===== src/rtl/pif_regs.svh =====
`ifndef PIF_REGS_SVH
`define PIF_REGS_SVH

// Data addresses of the registers handled by this block.
`define PIF_ADDR_FLAGS      8'h16
`define PIF_ADDR_ENABLES    8'h17
`define PIF_ADDR_CPU_STATUS 8'h06
`define PIF_BANK_PERIPH     1'h1

// Bit positions shared by the flag and enable registers.
`define PIF_BIT_PIN_CHANGE  7
`define PIF_BIT_TIMER_THREE 6
`define PIF_BIT_TIMER_TWO   5
`define PIF_BIT_TIMER_ONE   4
`define PIF_BIT_CAPTURE_TWO 3
`define PIF_BIT_CAPTURE_ONE 2
`define PIF_BIT_TX_EMPTY    1
`define PIF_BIT_RX_FULL     0

// Software writable flag bits; the two serial flags are read only.
`define PIF_FLAG_WR_MASK    8'hFC

// Bit positions inside the CPU status register.
`define PIF_BIT_STACK_AVAIL 5
`define PIF_BIT_GLOBAL_DIS  4
`define PIF_BIT_WDOG_TMO    3
`define PIF_BIT_SLEEP_ENT   2

// Reset values.
`define PIF_RST_FLAGS       8'h02
`define PIF_RST_ENABLES     8'h00
`define PIF_RST_GLOBAL_DIS  1'h1

// Timer rollover targets.
`define PIF_ZERO_8          8'h00
`define PIF_ZERO_16         16'h0000
`define PIF_FULL_16         16'hFFFF

`endif


===== src/rtl/pif_pkg.sv =====
package pif_pkg;

   typedef logic [7:0]  pif_byte_t;
   typedef logic [15:0] pif_word_t;

   typedef struct packed {
      pif_byte_t flags;
      pif_byte_t enables;
      logic      global_dis;
      pif_byte_t rdata;
      logic      req;
      logic      core_req;
      logic      wake_cond;
      logic      wake_vec;
      pif_byte_t port_s1;
      pif_byte_t port_s2;
      pif_byte_t port_latch;
      logic [1:0] cap_s1;
      logic [1:0] cap_s2;
      logic [1:0] cap_s3;
      logic      master_clear_pin_s1;
      logic      master_clear_pin_s2;
      pif_byte_t t1_prev;
      pif_byte_t t2_prev;
      pif_word_t t3_prev;
   } pif_state_t;

endpackage : pif_pkg


===== src/rtl/pif_irq_top.sv =====
// Behaviour
// - Enable bits ordered pin change down to receive.
// - Enable one permits, zero blocks that source.
// - Enable register at 17h bank one, resets zero.
// - Flag register at 16h bank one, resets 02h.
// - Flags set regardless of enables or global disable.
// - Pin change flag follows pins versus latched value.
// - Capture mode one: timer three overflow sets flag.
// - Capture mode zero: period rollover sets flag.
// - Timer two period rollover sets its flag.
// - Narrow mode: timer one rollover sets flag.
// - Wide mode: paired rollover sets timer one flag.
// - Capture two pin event sets its flag.
// - Capture one pin event sets its flag.
// - Transmit flag mirrors transmit buffer empty.
// - Receive flag mirrors receive buffer full.
// - Sleep wake-up keeps flags and enables intact.
// - Wake with disable clear loads interrupt vector.
// - Status watchdog, sleep, stack bits ignore writes.
`include "pif_regs.svh"

module pif_irq_top
   import pif_pkg::*;
(
   // Clock and reset.
   input  wire logic        ref_clk,
   input  wire logic        rstn,
   input  wire logic        wdog_reset,
   input  wire logic        master_clear_pin_n,
   // Register port.
   input  wire logic [7:0]  reg_addr,
   input  wire logic        reg_bank,
   input  wire logic [7:0]  reg_wdata,
   input  wire logic        reg_wr,
   input  wire logic        reg_rd,
   output logic      [7:0]  reg_rdata,
   // Port pins and capture inputs.
   input  wire logic [7:0]  port_b_pins,
   input  wire logic        port_b_read,
   input  wire logic        capture_one_pin,
   input  wire logic        capture_two_pin,
   // Timers and their modes.
   input  wire logic [7:0]  timer_one_count,
   input  wire logic [7:0]  timer_two_count,
   input  wire logic [15:0] timer_three_count,
   input  wire logic [7:0]  timer_one_period,
   input  wire logic [7:0]  timer_two_period,
   input  wire logic [15:0] timer_three_period,
   input  wire logic        capture_one_mode_sel,
   input  wire logic        timer_pair_wide_mode,
   // Serial buffer levels.
   input  wire logic        tx_buf_empty,
   input  wire logic        rx_buf_full,
   // Core status.
   input  wire logic        core_sleeping,
   input  wire logic        stack_avail_flag,
   input  wire logic        watchdog_timeout_flag,
   input  wire logic        sleep_entered_flag,
   // Requests to the core.
   output logic             periph_irq_req,
   output logic             core_irq_req,
   output logic             global_irq_disable,
   output logic             wake_vector_load
);

   logic       rst_s1;
   logic       rst_s2;
   pif_state_t st_reg;
   pif_state_t st_next;
   pif_byte_t  ev;
   logic       soft_rst;
   logic       wr_flags;
   logic       wr_en;
   logic       wr_cpu;
   logic       t1_roll_n;
   logic       t1_roll_w;
   logic       t3_roll_p;
   logic       t3_ovf;
   logic       pending;
   logic       wake_now;

   // Reset release through two flip-flops.
   always_ff @(posedge ref_clk or negedge rstn) begin
      if (!rstn) begin
         rst_s1 <= 1'h0;
         rst_s2 <= 1'h0;
      end else begin
         rst_s1 <= 1'h1;
         rst_s2 <= rst_s1;
      end
   end

   assign soft_rst = wdog_reset | ~st_reg.master_clear_pin_s2;
   assign wr_flags = reg_wr && reg_bank == `PIF_BANK_PERIPH
                     && reg_addr == `PIF_ADDR_FLAGS;
   assign wr_en    = reg_wr && reg_bank == `PIF_BANK_PERIPH
                     && reg_addr == `PIF_ADDR_ENABLES;
   assign wr_cpu   = reg_wr && reg_addr == `PIF_ADDR_CPU_STATUS;

   // Timer rollover detection from successive counts.
   assign t1_roll_n = st_reg.t1_prev == timer_one_period
                      && timer_one_count == `PIF_ZERO_8;
   assign t1_roll_w = {st_reg.t2_prev, st_reg.t1_prev}
                      == {timer_two_period, timer_one_period}
                      && {timer_two_count, timer_one_count}
                      == `PIF_ZERO_16;
   assign t3_roll_p = st_reg.t3_prev == timer_three_period
                      && timer_three_count == `PIF_ZERO_16;
   assign t3_ovf    = st_reg.t3_prev == `PIF_FULL_16
                      && timer_three_count == `PIF_ZERO_16;

   // Event vector, independent of enables and global disable.
   always_comb begin
      ev = 8'h00;
      ev[`PIF_BIT_PIN_CHANGE]  = st_reg.port_s2 != st_reg.port_latch;
      ev[`PIF_BIT_TIMER_THREE] = capture_one_mode_sel ? t3_ovf
                                                      : t3_roll_p;
      ev[`PIF_BIT_TIMER_TWO]   = st_reg.t2_prev == timer_two_period
                                 && timer_two_count == `PIF_ZERO_8;
      ev[`PIF_BIT_TIMER_ONE]   = timer_pair_wide_mode ? t1_roll_w
                                                      : t1_roll_n;
      ev[`PIF_BIT_CAPTURE_TWO] = st_reg.cap_s2[1] & ~st_reg.cap_s3[1];
      ev[`PIF_BIT_CAPTURE_ONE] = st_reg.cap_s2[0] & ~st_reg.cap_s3[0];
   end

   assign pending  = |(st_reg.flags & st_reg.enables);
   assign wake_now = core_sleeping & pending & ~st_reg.global_dis;

   always_comb begin
      st_next = st_reg;
      // Synchronisers and history.
      st_next.port_s1 = port_b_pins;
      st_next.port_s2 = st_reg.port_s1;
      st_next.cap_s1  = {capture_two_pin, capture_one_pin};
      st_next.cap_s2  = st_reg.cap_s1;
      st_next.cap_s3  = st_reg.cap_s2;
      st_next.master_clear_pin_s1 = master_clear_pin_n;
      st_next.master_clear_pin_s2 = st_reg.master_clear_pin_s1;
      st_next.t1_prev = timer_one_count;
      st_next.t2_prev = timer_two_count;
      st_next.t3_prev = timer_three_count;
      // Reading the port ends the mismatch.
      if (port_b_read) begin
         st_next.port_latch = st_reg.port_s2;
      end
      // Register writes; events then win over a clearing write.
      if (wr_flags) begin
         st_next.flags = (reg_wdata & `PIF_FLAG_WR_MASK)
                         | (st_reg.flags & ~`PIF_FLAG_WR_MASK);
      end
      if (wr_en) begin
         st_next.enables = reg_wdata;
      end
      if (wr_cpu) begin
         st_next.global_dis = reg_wdata[`PIF_BIT_GLOBAL_DIS];
      end
      st_next.flags = st_next.flags | ev;
      st_next.flags[`PIF_BIT_TX_EMPTY] = tx_buf_empty;
      st_next.flags[`PIF_BIT_RX_FULL]  = rx_buf_full;
      // Read data, valid only in the cycle after the strobe.
      st_next.rdata = 8'h00;
      if (reg_rd) begin
         if (reg_addr == `PIF_ADDR_CPU_STATUS) begin
            st_next.rdata[`PIF_BIT_STACK_AVAIL] = stack_avail_flag;
            st_next.rdata[`PIF_BIT_GLOBAL_DIS]  = st_reg.global_dis;
            st_next.rdata[`PIF_BIT_WDOG_TMO]    = watchdog_timeout_flag;
            st_next.rdata[`PIF_BIT_SLEEP_ENT]   = sleep_entered_flag;
         end else if (reg_bank == `PIF_BANK_PERIPH
                      && reg_addr == `PIF_ADDR_FLAGS) begin
            st_next.rdata = st_reg.flags;
         end else if (reg_bank == `PIF_BANK_PERIPH
                      && reg_addr == `PIF_ADDR_ENABLES) begin
            st_next.rdata = st_reg.enables;
         end
      end
      // Requests to the core.
      st_next.req       = pending;
      st_next.core_req  = pending & ~st_reg.global_dis;
      st_next.wake_cond = wake_now;
      st_next.wake_vec  = wake_now & ~st_reg.wake_cond;
      // Master clear and watchdog reset return flags, enables, global disable and requests to reset values.
      if (soft_rst) begin
         st_next.flags      = `PIF_RST_FLAGS;
         st_next.enables    = `PIF_RST_ENABLES;
         st_next.global_dis = `PIF_RST_GLOBAL_DIS;
         st_next.port_latch = st_reg.port_s2;
         st_next.req        = 1'h0;
         st_next.core_req   = 1'h0;
         st_next.wake_cond  = 1'h0;
         st_next.wake_vec   = 1'h0;
      end
   end

   always_ff @(posedge ref_clk or negedge rst_s2) begin
      if (!rst_s2) begin
         st_reg            <= '0;
         st_reg.flags      <= `PIF_RST_FLAGS;
         st_reg.enables    <= `PIF_RST_ENABLES;
         st_reg.global_dis <= `PIF_RST_GLOBAL_DIS;
         st_reg.master_clear_pin_s1    <= 1'h1;
         st_reg.master_clear_pin_s2    <= 1'h1;
      end else begin
         st_reg <= st_next;
      end
   end

   assign reg_rdata          = st_reg.rdata;
   assign periph_irq_req     = st_reg.req;
   assign core_irq_req       = st_reg.core_req;
   assign global_irq_disable = st_reg.global_dis;
   assign wake_vector_load   = st_reg.wake_vec;
endmodule : pif_irq_top


===== config.mk =====
export PLATFORM = sky130hd
export DESIGN_NAME = pif_irq_top
export DESIGN_NICKNAME = d
export VERILOG_FILES = /design/src/rtl/pif_pkg.sv /design/src/rtl/pif_irq_top.sv
export VERILOG_INCLUDE_DIRS = /design/src /design/src/rtl
export SDC_FILE = /design/constraint.sdc
export NUM_CORES = 1
export LEC_CHECK = 0
export BUFFER_PORTS_ARGS = -buffer_cell sky130_fd_sc_hd__buf_4
export CORE_MARGIN = 2
export CORE_UTILIZATION = 57
export CTS_BUF_LIST = sky130_fd_sc_hd__clkbuf_8
export CTS_CLUSTER_DIAMETER = 80
export DETAILED_ROUTE_END_ITERATION = 10
export PLACE_DENSITY = 0.88
export SLEW_MARGIN = 20
export SYNTH_ARGS = -nofsm -noshare
export SYNTH_HDL_FRONTEND = slang
export SYNTH_SLANG_ARGS = --single-unit

===== constraint.sdc =====
create_clock -name ref_clk -period 8.9 [get_ports ref_clk]
set_clock_uncertainty 0.05 [all_clocks]
set_input_delay 0.445 -clock ref_clk [delete_from_list [all_inputs] [get_ports ref_clk]]
set_output_delay 0.445 -clock ref_clk [all_outputs]
set_load 0.01 [all_outputs]

==> summary.md <==
| Metric | Value |
|---|---|
| CTS tree | built |
| Netlist Area Pre-Place | ~3800 um2 |
| Outcome | finished with violations |
| Relative slew margins | 0.5649 |
| Setup crit start kind | register |
| Fillers | 431 |
| CTS Buf Count | 9 |
| WHS Path Cells | 1 |
| Initial Utilization | 0.5932 |
| Chip width | approximately 86 um |
| Synthesis-stage register bit count | 95 |
| I/O pin count | around 120 |
| First DRT Iteration DRCs | between 100 and 150 |
| Max FFs per register | between 60 and 70 |
| Global-route wire length before repair | ~13,000 um |
| Final setup viols | 0 |
| Failing checks | DRC |
| ANT nets after route | 0 |
| Critical Path Source | st_reg[32] |
| Vias in the first global route | a little under 3,000 |
| Cell taking the most area after synthesis | dfrtp_1 |
| Num rows | 29 |
| Worst EP required | 9080 ps |
| Setup TNS | 0 ps |
| Final Wtd Congestion | between 0.8 and 0.9 |
| Mean Syn Cell Area | 12.83 um2 |
| Reg2reg start | st_reg[32] |
| Max Fclk | about 530 MHz |
| Post-cts resize count | 0 |
| Die area | 7354 um2 |
| Share of cells above drive strength 1 | 0.3699 |
| P_leak | roughly 2.3 nW |
| RSZ-0062 raised after global routing | false |
| Worst hold margin | ~140 ps |
| Arrival @ worst endpoint | approximately 2100 ps |
| Clock Tree Buf Depth | 2 |
| Largest net degree at the start of global routing | 94 |
| Total Power | 0.7846 mW |
| Slew Limit Fails | 0 |
| Max cap viols | 0 |
| Async set or reset register ratio after synthesis | 1.000 |
| Synth cell count leaders | 91 x dfrtp_1, 26 x nor2_1, 22 x mux2i_1, 22 x xor2_1, 12 x nor4_1 |
| Clk root buf | clkbuf_8 |
| Clock Sinks | 95 |
| Gr ovfl total | 0 |
| Die height | ~86 um |
| Drt wl/cell | about 16 um |
| Area of the multi-input gates | 1323 um2 |
| Max rail drop VDD | between 0.1 and 0.15 mV |
| Synth top area share | 0.5977 |
| Critical path type | register to register |
| Syn Inst Count | about 300 |
| Routed vias/inst | about 5.6 |
| Final Critical Period | 1897 ps |
| CP endpoint kind | register |
| Core Area | between 6000 and 7000 um2 |
| Sequential cell area fraction in the yosys report | 0.6253 |
| Largest cells by area after synthesis | dfrtp_1 60%, mux2i_1 5.8%, xor2_1 5.1% |
| Cts hold-fix bufs | 1 |
| Syn_nets | 403 |
| Diode count | 0 |
| Gr usage total | 0.2344 |
| Yosys warns | 0 |
| TritonRoute pass-1 iters | 8 |
| Port Buffers | approximately 120 |
| Top FF cell, synth | dfrtp_1 |
| Worst R2R Path Depth | 4 |
| Nets@finish | between 500 and 600 |
| P&R area growth vs syn | 28.77% |
| Hold path startpoint | port_b_pins[6] |
| HPWL after DPL | between 5000 and 6000 um |
| Endpoints failing hold | 0 |
| Clock-pin slew on the worst setup and hold paths | around 90 ps |
| Clk Latency, worst-skew pair | 350 ps |
| H-tree depth | 3 |
| Flip-flop and latch area | approximately 2400 um2 |
| Final wirelength | roughly 7900 um |
| Post-synth cell types | 36 |
| DRC viols | 10 |
| Min-Delay Path Class | input pin to register |
| Worst Tran Pin Value | between 600 and 700 ps |
| Initial antenna violation count | 0 |
| Vias | around 2,800 |
| Power per cell area | between 150 and 200 nW/um2 |
| CP Max Fanout | 21 |
| Number of flops mapped to enable cells by yosys | 0 |
| Final period util | 0.2131 |
| Most common cell in the netlist | dfrtp_1 |
| Postcts setup bufs | 0 |
-- cell type report --
class                           count  area share
Clock inverter                      7    0.008671
Multi-Input combinational cell    185      0.2696
Inverter                            3    0.002295
Clock buffer                        9     0.02525
Timing Repair Buffer              120      0.1882
Tap cell                           77     0.01964
Sequential cell                    95      0.4864
-- critical path: stages, from the launching register on --
cell	delay [ps]
dfstp_2	530
nand2b_1	50
buf_4	210
nor2_1	520
mux2_2	410
-- placed cells by master, fill, tap and decap left out, types with 2 or more instances in the layout --
cell / n
nor4_1: 12
nand2_1: 2
mux2i_1: 22
nand2b_1: 4
clkinvlp_4: 2
mux2_2: 8
o41ai_1: 7
nand4_1: 5
nand3_1: 11
clkinv_2: 3
nor2_1: 26
dfstp_2: 4
dfrtp_1: 90
a21o_1: 8
a21oi_1: 10
nor3_1: 10
xor2_1: 22
or4_1: 2
a22oi_1: 4
buf_4: 118
xnor2_1: 10
inv_1: 4
a31oi_1: 9
clkbuf_8: 9
-- routing by layer --
layer	vias up	global-route usage	routed length [um]	part of all wire
met3	21	0.07122	633	0.080
met4	0	0.09524	204	0.026
li1	1285	-	-	-
met5	-	0	0	0
met1	1332	0.2672	2904	0.37
met2	117	0.4119	4176	0.53
-- path summary, 6_finish.rpt --
path / endpoint / slack [ps]
setup / recovery: st_reg[47] / 7000
hold / removal: st_next[54] / 140
setup reg to reg: st_reg[47] / 7000
hold reg to reg: st_reg[92] / 250
max in group asynchronous: st_reg[32] / 7890
min in group asynchronous: st_reg[92] / 250
-- cell families (layout without fill, tap and decap cells) --
| logic type | Yosys count | in the layout | share of synthesized area |
|---|---|---|---|
| muxes | 30 | 30 | 0.08145 |
| xor gates and xnor gates | 32 | 32 | 0.07356 |
| and+or+nand+nor | 81 | 81 | 0.1163 |
| other | 1 | 1 | 0.0009843 |
| buffers and inverters | 17 | 139 | 0.02759 |
| DFF | 95 | 95 | 0.6253 |
| AOI/OAI and AO/OA | 41 | 41 | 0.07488 |
-- power by group --
| group | leakage, nW | total [mW] | internal, mW | switching, mW |
|---|---|---|---|---|
| sequential | 1.16 | 0.463 | 0.449 | 0.0140 |
| combinational | 1.09 | 0.0826 | 0.0492 | 0.0334 |
| clock | 0.0862 | 0.239 | 0.0993 | 0.140 |
| total | 2.34 | 0.785 | 0.597 | 0.187 |
-- per-stage QoR --
step                      area [um2]  instances  setup WS (ps)    util
final                           4906        496           7003  0.7639
after global routing            4906        496           6923  0.7639
after CTS                       4878        495           6983  0.7596
after detailed placement        4702        478           6778  0.7321
after global placement          4702        478           6821  0.7321
after floorplan                 3810        297           6015       -
Note: power is estimated with default switching activity, not from simulation.
